--- src/loop_supervisor_map.svh ---
`ifndef LOOP_SUPERVISOR_MAP_SVH
`define LOOP_SUPERVISOR_MAP_SVH
// ==================================================
// register map
`define REG_CTRL 12'h000
`define REG_STATUS 12'h004
`define CTRL_LOCAL_LOOP 0
`define CTRL_REMOTE_LOOP 1
`define CTRL_PATTERN 2
`define CTRL_WIDTH 3
`define CTRL_RESET 3'h0
// ==================================================
// timing, seconds as printed
`define RESTART_TRAIN_S 50
`define RESTART_DATA_S 4
`define RESTART_TEST_S 60
`define PATTERN_TIMEOUT_S 45
`define CLK_PERIOD_NS 10
`define NS_PER_S 1000000000
`define CLK_PER_SEC (`NS_PER_S / `CLK_PERIOD_NS)
`endif

--- src/loop_supervisor_pkg.sv ---
package loop_supervisor_pkg;
  typedef enum logic [2:0] {
    link_training_state,
    data_transfer_state,
    local_loop_1,
    local_loop_2,
    remote_loop_request,
    remote_loop_wait,
    remote_loop_active,
    remote_loop_off
  } link_state_t;
  typedef enum logic [1:0] {
    eoc_none,
    remote_loop_on_request,
    remote_loop_off_request,
    remote_loop_ack
  } eoc_code_t;
endpackage

--- src/timebase_if.sv ---
`timescale 1ns/1ps
`default_nettype none
interface timebase_if;
  logic sec_tick;
  logic blink;
  modport src (output sec_tick, output blink);
  modport snk (input sec_tick, input blink);
endinterface
`default_nettype wire
--- src/loopback_test_supervisor.sv ---
// Overview of operation
// RULE_01: restart after unframed run, 50/4/60 seconds
// RULE_02: pattern stops itself after 45 seconds
// RULE_03: error indicator flashes until switch normal
// RULE_04: local loop: mode 1 unlinked, 2 linked
// RULE_05: mode 1 loops terminal data back locally
// RULE_06: mode 1 keeps peer training; release retrains
// RULE_07: mode 2 loops framer and line together
// RULE_08: mode 2 release returns to data transfer
// RULE_09: mode 1 pattern loops to the detector
// RULE_10: pattern enable lengthens own restart to 60s
// RULE_11: pattern in local loop invalidates terminal data
// RULE_12: mode 2 disables the local pattern generator
// RULE_13: remote loop request, peer acknowledge establishes
// RULE_14: remote end loops line data, ignores terminal
// RULE_15: remote end 60s restart; local 4s
// RULE_16: test indicator stays until loop-off sent
// RULE_17: switch ignored until normal during loop-off
// RULE_18: remote loop pattern checked, stops at 45s
// RULE_19: data-mode pattern unframed; peer restarts 4s
// RULE_20: clear-to-send and carrier follow framed packets
// RULE_21: one-second timebase from parameterised divider
//
// Register access over APB and the address map were decided locally.
`timescale 1ns/1ps
`default_nettype none
`include "loop_supervisor_map.svh"
module loopback_test_supervisor
  import loop_supervisor_pkg::*;
#(
  parameter int CLK_PER_SEC = `CLK_PER_SEC
) (
  input wire logic pclk, // system clock
  input wire logic presetn, // async reset, active low
  input wire logic psel, // apb select
  input wire logic penable, // apb access phase
  input wire logic pwrite, // apb write
  input wire logic [11:0] paddr, // apb byte address
  input wire logic [31:0] pwdata, // apb write data
  output logic [31:0] prdata, // apb read data
  output logic pready, // apb ready
  output logic pslverr, // apb error, unmapped address
  input wire logic sw_local_loop, // panel local loop switch
  input wire logic sw_remote_loop, // panel remote loop switch
  input wire logic sw_pattern, // panel pattern switch
  input wire logic term_local_loop, // terminal local loop line
  input wire logic term_remote_loop, // terminal remote loop line
  input wire logic framed_ok, // framer receives framed packets
  input wire logic pat_bit_err, // detector bit error pulse
  input wire logic eoc_tx_done, // eoc message fully sent
  input wire logic eoc_rx_on, // peer sent loop-on request
  input wire logic eoc_rx_off, // peer sent loop-off request
  input wire logic eoc_rx_ack, // peer acknowledged loop
  output logic eoc_tx_valid, // eoc message pending
  output eoc_code_t eoc_tx_code, // eoc message code
  output logic restart_link, // restart pulse to framer
  output logic framer_tx_en, // framer sends framed packets
  output logic loop_term, // loop control term tx to rx
  output logic loop_framer, // loop inside the framer
  output logic loop_line, // loop line rx back to line
  output logic pat_gen_en, // pattern generator on
  output logic pat_to_loop, // pattern via loop control
  output logic term_rx_valid, // terminal rx data valid
  output logic far_data_valid, // line data valid
  output logic term_tx_ignore, // own terminal tx ignored
  output logic cts, // clear to send
  output logic cd, // carrier detect
  output logic link_down_indicator, // no link lamp
  output logic error_indicator, // error lamp
  output logic test_active_indicator // test lamp
);
  localparam int NSYNC = 5;

  typedef struct packed {
    logic [NSYNC-1:0] sync1;
    logic [NSYNC-1:0] sync2;
    logic [`CTRL_WIDTH-1:0] ctrl;
    link_state_t st;
    logic remote_end;
    logic ack_pend;
    logic rl_block;
    logic [5:0] unframed_sec;
    logic [5:0] pat_sec;
    logic pat_timeout;
    logic restart;
    logic err;
    logic cts;
    logic [31:0] rdata;
    logic slverr;
  } sup_state_t;

  sup_state_t s_q, s_d;
  timebase_if tb ();

  logic loc_req, rem_req, pat_req, pat_run, linked, in_loop;
  logic [5:0] restart_limit;
  logic apb_wr, apb_rd, hit_ctrl, hit_status;

  if (CLK_PER_SEC < 2) begin : g_bad_rate
    $error("CLK_PER_SEC must be at least 2");
  end

  // ==================================================
  // timebase
  second_timebase #(
    .CLK_PER_SEC(CLK_PER_SEC)
  ) u_timebase ( // RULE_21
    .pclk(pclk),
    .presetn(presetn),
    .tb(tb)
  );

  // ==================================================
  // request decode
  always_comb begin
    loc_req = s_q.sync2[0] | s_q.sync2[3] | s_q.ctrl[`CTRL_LOCAL_LOOP]; // RULE_04
    rem_req = s_q.sync2[1] | s_q.sync2[4] | s_q.ctrl[`CTRL_REMOTE_LOOP]; // RULE_13
    pat_req = s_q.sync2[2] | s_q.ctrl[`CTRL_PATTERN];
    linked = s_q.st != link_training_state && s_q.st != local_loop_1;
    in_loop = s_q.st == local_loop_1 || s_q.st == local_loop_2;
    // generator has no path out while mode 2 holds the framer
    pat_run = pat_req && !s_q.pat_timeout && s_q.st != local_loop_2; // RULE_12
    if (pat_run || s_q.remote_end) begin
      restart_limit = 6'(`RESTART_TEST_S); // RULE_10 RULE_15
    end else if (s_q.st == link_training_state) begin
      restart_limit = 6'(`RESTART_TRAIN_S); // RULE_01
    end else begin
      restart_limit = 6'(`RESTART_DATA_S); // RULE_01 RULE_15 RULE_19
    end
  end

  // ==================================================
  // apb decode
  always_comb begin
    apb_wr = psel && penable && pwrite;
    apb_rd = psel && !pwrite;
    hit_ctrl = paddr == `REG_CTRL;
    hit_status = paddr == `REG_STATUS;
  end

  // ==================================================
  // next state
  always_comb begin
    s_d = s_q;
    s_d.restart = 1'b0;
    s_d.sync1 = {term_remote_loop, term_local_loop, sw_pattern, sw_remote_loop, sw_local_loop};
    s_d.sync2 = s_q.sync1;
    s_d.cts = framed_ok; // RULE_20
    s_d.err = pat_run && pat_bit_err;

    // unframed watchdog
    if (framed_ok) begin
      s_d.unframed_sec = 6'h00;
    end else if (tb.sec_tick) begin
      if (s_q.unframed_sec + 6'h01 >= restart_limit) begin
        s_d.unframed_sec = 6'h00;
        s_d.restart = 1'b1; // RULE_01
      end else begin
        s_d.unframed_sec = s_q.unframed_sec + 6'h01;
      end
    end

    // pattern timeout; switch back to normal clears it
    if (!pat_req) begin
      s_d.pat_sec = 6'h00;
      s_d.pat_timeout = 1'b0; // RULE_03
    end else if (pat_run && tb.sec_tick) begin
      if (s_q.pat_sec + 6'h01 >= 6'(`PATTERN_TIMEOUT_S)) begin
        s_d.pat_sec = 6'h00;
        s_d.pat_timeout = 1'b1; // RULE_02 RULE_18
      end else begin
        s_d.pat_sec = s_q.pat_sec + 6'h01;
      end
    end

    if (!rem_req) s_d.rl_block = 1'b0; // RULE_17
    if (s_q.ack_pend && eoc_tx_done) s_d.ack_pend = 1'b0;

    unique case (s_q.st)
      link_training_state: begin
        if (loc_req) s_d.st = local_loop_1; // RULE_04
        else if (framed_ok) s_d.st = data_transfer_state;
      end
      data_transfer_state: begin
        if (loc_req) begin
          s_d.st = local_loop_2; // RULE_04
        end else if (rem_req && !s_q.rl_block) begin
          s_d.st = remote_loop_request; // RULE_13
        end else if (eoc_rx_on) begin
          s_d.st = remote_loop_active;
          s_d.remote_end = 1'b1; // RULE_15
          s_d.ack_pend = 1'b1; // RULE_13
        end
      end
      local_loop_1: begin
        if (!loc_req) s_d.st = link_training_state; // RULE_06
      end
      local_loop_2: begin
        if (!loc_req) s_d.st = data_transfer_state; // RULE_08
      end
      remote_loop_request: begin
        if (!rem_req) s_d.st = remote_loop_off;
        else if (eoc_tx_done) s_d.st = remote_loop_wait;
      end
      remote_loop_wait: begin
        if (!rem_req) s_d.st = remote_loop_off;
        else if (eoc_rx_ack) s_d.st = remote_loop_active; // RULE_13
      end
      remote_loop_active: begin
        if (s_q.remote_end) begin
          if (eoc_rx_off) begin
            s_d.st = data_transfer_state;
            s_d.remote_end = 1'b0;
          end
        end else if (!rem_req) begin
          s_d.st = remote_loop_off; // RULE_16
        end
      end
      remote_loop_off: begin
        if (rem_req) s_d.rl_block = 1'b1; // RULE_17
        if (eoc_tx_done) s_d.st = data_transfer_state; // RULE_16
      end
    endcase

    // a lost line ends any linked mode; loops without link stay put
    if (s_q.restart && s_q.st != local_loop_1) begin
      s_d.st = link_training_state;
      s_d.remote_end = 1'b0;
      s_d.ack_pend = 1'b0;
    end

    // apb slave, zero wait states
    s_d.slverr = 1'b0;
    s_d.rdata = 32'h0;
    if (psel && !penable) begin
      if (apb_rd && hit_ctrl) begin
        s_d.rdata = 32'(s_q.ctrl);
      end else if (apb_rd && hit_status) begin
        s_d.rdata = {20'h0, s_q.rl_block, s_q.remote_end, s_q.pat_timeout, pat_run,
                     s_q.cts, linked, in_loop, 2'h0, 3'(s_q.st)};
      end
      s_d.slverr = !(hit_ctrl || hit_status);
    end else begin
      s_d.rdata = s_q.rdata;
      s_d.slverr = s_q.slverr;
    end
    if (apb_wr && hit_ctrl) s_d.ctrl = pwdata[`CTRL_WIDTH-1:0];
  end

  always_ff @(posedge pclk or negedge presetn) begin
    if (!presetn) begin
      s_q <= '0;
      s_q.ctrl <= `CTRL_RESET;
      s_q.st <= link_training_state;
    end else begin
      s_q <= s_d;
    end
  end

  // ==================================================
  // eoc signalling
  always_comb begin
    eoc_tx_valid = 1'b1;
    eoc_tx_code = eoc_none;
    if (s_q.st == remote_loop_request) begin
      eoc_tx_code = remote_loop_on_request; // RULE_13
    end else if (s_q.st == remote_loop_off) begin
      eoc_tx_code = remote_loop_off_request; // RULE_16
    end else if (s_q.ack_pend) begin
      eoc_tx_code = remote_loop_ack; // RULE_13
    end else begin
      eoc_tx_valid = 1'b0;
    end
  end

  // ==================================================
  // data path steering
  always_comb begin
    loop_term = s_q.st == local_loop_1; // RULE_05
    loop_framer = s_q.st == local_loop_2; // RULE_07
    loop_line = s_q.st == local_loop_2 || (s_q.st == remote_loop_active && s_q.remote_end); // RULE_07 RULE_14
    term_tx_ignore = s_q.st == remote_loop_active && s_q.remote_end; // RULE_14
    framer_tx_en = s_q.st != local_loop_1; // RULE_06
    pat_gen_en = pat_run; // RULE_02 RULE_19
    pat_to_loop = pat_run && s_q.st == local_loop_1; // RULE_09
    far_data_valid = s_q.st != local_loop_1; // RULE_05
    term_rx_valid = !(pat_run && in_loop); // RULE_11
    restart_link = s_q.restart;
    cts = s_q.cts; // RULE_20
    cd = s_q.cts; // RULE_20
    prdata = s_q.rdata;
    pready = 1'b1;
    pslverr = s_q.slverr;
  end

  // ==================================================
  // indicators
  always_comb begin
    link_down_indicator = !linked;
    error_indicator = s_q.pat_timeout ? tb.blink : s_q.err; // RULE_03
    test_active_indicator = in_loop || pat_run || s_q.remote_end ||
                            s_q.st == remote_loop_request || s_q.st == remote_loop_wait ||
                            s_q.st == remote_loop_active || s_q.st == remote_loop_off; // RULE_16
  end
endmodule
`default_nettype wire

--- src/second_timebase.sv ---
`timescale 1ns/1ps
`default_nettype none
`include "loop_supervisor_map.svh"
module second_timebase #(
  parameter int CLK_PER_SEC = `CLK_PER_SEC
) (
  input wire logic pclk, // system clock
  input wire logic presetn, // async reset, active low
  timebase_if.src tb // one-second tick and blink level
);
  localparam int HALF = CLK_PER_SEC / 2;
  typedef struct packed {
    logic [31:0] cnt;
    logic half;
    logic tick;
    logic blink;
  } tb_state_t;
  tb_state_t s_q, s_d;

  if (CLK_PER_SEC < 2) begin : g_bad_rate
    $error("CLK_PER_SEC must be at least 2");
  end

  // ==================================================
  // half-second divider, tick on every second half
  always_comb begin
    s_d = s_q;
    s_d.tick = 1'b0;
    if (s_q.cnt == 32'(HALF - 1)) begin
      s_d.cnt = 32'h0;
      s_d.half = ~s_q.half;
      s_d.blink = ~s_q.blink;
      s_d.tick = s_q.half;
    end else begin
      s_d.cnt = s_q.cnt + 32'h1;
    end
  end

  always_ff @(posedge pclk or negedge presetn) begin
    if (!presetn) s_q <= '0;
    else s_q <= s_d;
  end

  assign tb.sec_tick = s_q.tick;
  assign tb.blink = s_q.blink;
endmodule
`default_nettype wire

--- config.mk ---
export PLATFORM = sky130hd
export DESIGN_NAME = loopback_test_supervisor
export DESIGN_NICKNAME = d
export VERILOG_FILES = /design/src/loop_supervisor_pkg.sv /design/src/timebase_if.sv /design/src/loopback_test_supervisor.sv /design/src/second_timebase.sv
export VERILOG_INCLUDE_DIRS = /design/src
export SDC_FILE = /design/constraint.sdc
export NUM_CORES = 1
export LEC_CHECK = 0
export ABC_AREA = 1
export BUFFER_PORTS_ARGS = -buffer_cell sky130_fd_sc_hd__buf_2
export CAP_MARGIN = 40
export CORE_MARGIN = 2
export CORE_UTILIZATION = 59
export DETAILED_ROUTE_END_ITERATION = 8
export PLACE_DENSITY = 0.88
export SYNTH_ARGS = -nofsm -noshare
export SYNTH_HDL_FRONTEND = slang
export SYNTH_SLANG_ARGS = --single-unit
--- constraint.sdc ---
create_clock -name pclk -period 4.9 [get_ports pclk]
set_input_delay 0.98 -clock pclk [delete_from_list [all_inputs] [get_ports pclk]]
set_output_delay 0.98 -clock pclk [all_outputs]
set_load 0.02 [all_outputs]
==> results.tsv, run 1 <==
metric	value	unit
drt-initial-drc-count	201	
power_density	291	nW/um^2
grt_max_degree	64	
synth_top_family_by_area	simple AND/OR/NAND/NOR gates	
setup_viol	0	
syn_to_final_growth	8.87	%
syn_area	4980	sq um
clk_root_buffer_cell	clkbuf_8	
path_clk_slew	0.08	ns
ys_ff_latch	81	
ys_warn_count	0	
setup-tns-final	0	ns
grtUsageMet1	32.7	%
clkPwrFrac	32.9	%
async_reset_ff_share	100	%
holdCritPathClass	reg2reg	
crit_arrival	1.81	ns
maxSlewViolCount	0	
p_leak	2.88	nW
synth_edf_count	0	
grt_pass1_wl	17500	microns
cts_tree	built	
initial_core_util	60.6	%
cts_resized	0	
cts_htree_levels	3	
syn_inst	682	
max_freq	358	MHz
numCtsBuffers	9	
drc_errors	0	
intPower	0.00107	W
synthSimpleGateAreaFrac	34.2	%
die_h	95.9	microns
synth_compound_area_share	4.25	%
hold-path-cell-count	0	
num_vias	4342	
synthFlopType	dfrtp_1	
yosys.area_share.adder	2.01	%
crit_required	3.92	ns
clock_path_buffers	2	
final_layout_size_suffix_gt1_share	14.6	%
dp_hpwl	8180	microns
swShare	32.5	%
via_per_inst	5.14	
die_w	95.9	microns
syn_area_per_cell	7.30	sq um
io_buffer_count	59	
ir_drop	0.000168	V
io_pins	112	
firstDrtPassIters	5	
gr-usage-all-layers	24.3	%
combPwrFrac	21.2	%
ctsHoldBuffers	0	
insertion_delay	0.36	ns
grt_setup_unrepaired	no	
cts.sink_count	81	
tightestPinTransition	0.565	ns
fin_skew	0.0193	ns
layout_commonest_cell	nand2_1	
n_antenna_cell	0	
wirelength	10400	microns
relSlewSlack	62.2	%
fp-row-count	33	
place_congestion	0.949	
outcome	completed	
seqPwrFrac	45.9	%
start_kind	register	
synth_cell_types	34	
core_area	8220	sq um
period_needed	2.79	ns
wl_per_cell	12.3	microns
critical_path_class	reg2out	
path_max_fanout	11	
grt.busiest_layer	met2	
synth_xor_area_share	4.93	%
grt_pass1_vias	3980	
gr-total-overflow	0	
min_period_over_period	57.0	%
grt_use_met3	3.21	%
antenna_found_initial	0	
postRouteAntennaNets	0	
reg2reg_depth	15	
fin_hold_ws	0.350	ns
synth_mux_area_share	0.226	%
ys_seq_area_share	40.7	%
synth_top_area_share	40.7	%
finalHoldViolations	0	
synth_area_leaders	dfrtp_1, nand2_1, nor2_1	
power_switching	0.000513	W
critPathCaptureType	output port	
die_area	9190	sq um
nNetsFinal	802	
maxCapViolCount	0	
yosysTopAreaCell	dfrtp_1	
post_cts_buffers	0	
grt_util_met2	40.4	%
mostFrequentLayoutCells	nand2_1, nor2_1, inv_1	
-- per-stage QoR --
step	cells	total power [W]	setup slack [ns]	cell area, sq um	util [%]
detailed placement	828	0.00107	2.51	5200	63.3
floorplan	703	0.000997	2.60	5060	-
finish	844	0.00158	2.11	5420	66.0
global route	844	0.00166	1.97	5420	66.0
CTS	844	0.00159	2.12	5420	66.0
global placement	827	0.00106	2.51	5180	63.0
-- worst max-delay path, stage by stage, from the launching register on --
cell and delay, ns:
dfrtp_1 0.61, inv_1 0.21, nand2_4 0.16, nand2_4 0.08, nand2_2 0.12, inv_1 0.07, nand2_1 0.05, buf_2 0.16
-- area by class of cell --
| class | count | area (sq um) |
|---|---|---|
| Clock buffer | 13 | 169 |
| Multi-Input combinational cell | 485 | 2360 |
| Fill cell | 709 | 2800 |
| Clock inverter | 3 | 46.3 |
| Tap cell | 105 | 131 |
| Inverter | 97 | 365 |
| Sequential cell | 81 | 2030 |
| Timing Repair Buffer | 60 | 325 |
-- per-layer routing --
layer	up-vias	wire length, microns
li1	2172	-
met1	1994	4680
met2	157	4910
met3	19	628
met4	0	191
met5	-	0
-- flip-flops by register name (all words and copies together), names as in the netlist --
| name | cells |
|---|---|
| s_q | 28 |
| u_timebase.s_q | 33 |
| pslverr | 1 |
| u_timebase.tb.sec_tick | 1 |
| u_timebase.tb.blink | 1 |
| cd | 1 |
| prdata | 10 |
| s_d | 5 |
| restart_link | 1 |
-- cell usage after synthesis (2+ instances only) --
| cell type | number |
|---|---|
| nor4_1 | 4 |
| inv_2 | 5 |
| buf_4 | 36 |
| conb_1 | 2 |
| o21ai_1 | 6 |
| xnor2_1 | 5 |
| o31ai_1 | 6 |
| buf_6 | 3 |
| nor2_2 | 8 |
| nand3_1 | 34 |
| nor3_2 | 2 |
| nor2_4 | 2 |
| nand3_2 | 4 |
| nor3_1 | 11 |
| o21ai_0 | 10 |
| nand4_1 | 23 |
| ha_1 | 8 |
| xor2_1 | 23 |
| nor2_1 | 100 |
| dfrtp_1 | 81 |
| nand2_2 | 5 |
| nand2_1 | 188 |
| inv_1 | 91 |
| nand2_4 | 3 |
| a21oi_1 | 13 |
-- cell families after synthesis --
logic type	Yosys count
compound gates	38
buf+inv	137
simple gates	387
flops	81
xor+xnor	28
mux	1
fa+ha+maj	8
other cells	2
-- path summary, 6_finish.rpt --
check | to | slack, ns | startpoint
setup / recovery | test_active_indicator | 2.11 | s_q[54]
hold / removal | s_q[62] | 0.35 | s_d[62]
setup reg to reg | s_q[43] | 2.64 | s_q[54]
hold reg to reg | s_q[62] | 0.35 | s_d[62]
max in group asynchronous | u_timebase.s_q[30] | 3.82 | presetn
min in group asynchronous | prdata[6] | 0.49 | presetn
-- power groups by stage --
stage / sequential (W) / combinational (W) / clock (W)
after CTS: 0.000723 / 0.000337 / 0.000531
after global placement: 0.000736 / 0.000329 / 0
after detailed placement: 0.000736 / 0.000335 / 0
after floorplan: 0.000710 / 0.000287 / 0
after global routing: 0.000727 / 0.000380 / 0.000558
final: 0.000724 / 0.000335 / 0.000520
No activity file was read; power rests on OpenSTA's default activity.
==> run 2, diff against run 1 <==
--- a/config.mk
+++ b/config.mk
@@ -10,9 +10,9 @@
 export BUFFER_PORTS_ARGS = -buffer_cell sky130_fd_sc_hd__buf_2
 export CAP_MARGIN = 40
 export CORE_MARGIN = 2
-export CORE_UTILIZATION = 59
+export CORE_UTILIZATION = 55
 export DETAILED_ROUTE_END_ITERATION = 8
-export PLACE_DENSITY = 0.88
+export PLACE_DENSITY = 0.83
 export SYNTH_ARGS = -nofsm -noshare
 export SYNTH_HDL_FRONTEND = slang
 export SYNTH_SLANG_ARGS = --single-unit
==> constraint.sdc (replaced) <==
create_clock -name pclk -period 2.7 [get_ports pclk]
set_input_delay 0.54 -clock pclk [delete_from_list [all_inputs] [get_ports pclk]]
set_output_delay 0.54 -clock pclk [all_outputs]
set_load 0.02 [all_outputs]
==> results.tsv, run 2 (same netlist as run 1, synthesis figures left out) <==
metric	value	unit	change
critPathCaptureType	output port		unchanged
initial_core_util	56.8	%	was 60.6%
final_util	61.8	%	was 66.0%
drc_errors	0		unchanged
min_period_over_period	87.5	%	
grt_pass1_vias	4087		was 3,980
tightestPinTransition	0.628	ns	was 0.565 ns
power	0.00286	W	was 0.00158 W
via_per_inst	5.15		was 5.14
gr-usage-all-layers	23.2	%	was 24.3%
grt_pass1_wl	18600	microns	was 17,500 microns
maxSlewViolCount	0		unchanged
ir_drop	0.000247	V	was 0.000168 V
setup_viol	0		unchanged
fin_skew	0.00763	ns	was 0.0193 ns
final_layout_size_suffix_gt1_share	14.6	%	about the same
regMostFlops	u_timebase.s_q		unchanged
cts_htree_levels	3		unchanged
n_antenna_cell	0		unchanged
dp_hpwl	8270	microns	was 8180 microns
dpl_cell_area	5210	sq um	was 5200 sq um
post_cts_buffers	0		unchanged
design_area	5420	sq um	about the same
relSlewSlack	58.2	%	was 62.2%
grt_max_degree	48		was 64
grt_setup_unrepaired	no		unchanged
fillers	789		was 709
postRouteAntennaNets	0		unchanged
holdCritPathClass	in2async		was reg2reg
die_w	99.1	microns	was 95.9 microns
setup-tns-final	0	ns	unchanged
cts_tree	built		unchanged
place_congestion	0.976		was 0.949
mostFrequentLayoutCells	nand2_1, nor2_1, inv_1		unchanged
power_density	527	nW/um^2	was 291 nW/um^2
start_kind	register		unchanged
antenna_found_initial	0		unchanged
io_buffer_count	59		unchanged
p_leak	2.88	nW	about the same
cts_resized	0		unchanged
path_clk_slew	0.08	ns	about the same
crit_required	2.16	ns	was 3.92 ns
firstDrtPassIters	5		unchanged
numCtsBuffers	9		unchanged
wl_per_cell	12.9	microns	was 12.3 microns
insertion_delay	0.34	ns	was 0.36 ns
cts.sink_count	81		unchanged
gr-total-overflow	0		unchanged
layout_commonest_cell	nand2_1		unchanged
max_freq	423	MHz	
largest_reg_flops	33		unchanged
crit_arrival	1.82	ns	was 1.81 ns
core_area	8760	sq um	was 8220 sq um
syn_to_final_growth	8.80	%	was 8.87%
wirelength	11000	microns	was 10,400 microns
path_max_fanout	11		unchanged
maxCapViolCount	0		unchanged
die_area	9830	sq um	was 9190 sq um
num_vias	4370		was 4,342
critical_path_class	reg2out		unchanged
clock_path_buffers	2		unchanged
outcome	completed		unchanged
drt-initial-drc-count	291		was 201
fin_hold_ws	0.223	ns	was 0.350 ns
finalHoldViolations	0		unchanged
die_h	99.1	microns	was 95.9 microns
ctsHoldBuffers	0		unchanged
fp-row-count	34		was 33
io_pins	112		unchanged
nNetsFinal	803		was 802
period_needed	2.36	ns	
clk_root_buffer_cell	clkbuf_8		unchanged
[run 2: cell count changes in the layout (fill, tap and decap cells not counted), sizes merged]
cell,before,now
clkinv,1,2
inv,97,96
buf,60,61
clkinvlp,1,0
clkbuf,13,14
[run 2: area by class of cell]
class                      count  area, sq um  area share [%]
clock buffer                  14          173            3.19
clock inverter                 2         35.0           0.647
inverter                      97          365            6.75
multi-input combinational    485         2360            43.5
sequential                    81         2030            37.4
tap                          108          135            2.49
timing repair buffer          61          325            6.01
[run 2: worst max-delay path: stages, from the launching register on]
cell and delay (ns):
dfrtp_1 0.60, inv_1 0.22, nand2_4 0.16, nand2_4 0.09
nand2_2 0.13, inv_1 0.07, nand2_1 0.06, buf_2 0.15
[run 2: worst paths after layout]
path | from | cells after the start | slack (ns) | end
worst max-delay path | s_q[54] | 7 | 0.34 | test_active_indicator
worst min-delay path | presetn | 1 | 0.22 | pslverr
worst max register to register | s_q[54] | 15 | 0.39 | s_q[43]
worst min register to register | s_d[59] | 0 | 0.35 | s_q[59]
max in group asynchronous | presetn | 2 | 1.87 | s_d[58]
min in group pclk | term_remote_loop | 1 | 0.30 | s_d[62]
[run 2: power breakdown]
part           total, W  leakage [nW]  switching [W]  internal (W)
sequential      0.00129          1.06      0.0000435       0.00124
clock          0.000920         0.107       0.000417      0.000503
combinational  0.000649          1.71       0.000457      0.000192
total           0.00286          2.88       0.000917       0.00194
[run 2: through the flow]
step / std cells / setup WS [ns]
2_1_floorplan: 703 / 0.839
3_3_place_gp: 832 / 0.580
3_5_place_dp: 832 / 0.457
4_1_cts: 848 / 0.339
5_1_grt: 848 / 0.119
6_report: 848 / 0.337
[run 2: routing by layer]
metal | routed length, microns | vias to the layer above | track usage, %
met1 | 4860 | 2002 | 31.4
li1 | - | 2174 | -
met5 | 0 | - | 0
met3 | 738 | 29 | 3.37
met2 | 5130 | 165 | 38.2
met4 | 223 | 0 | 8.43
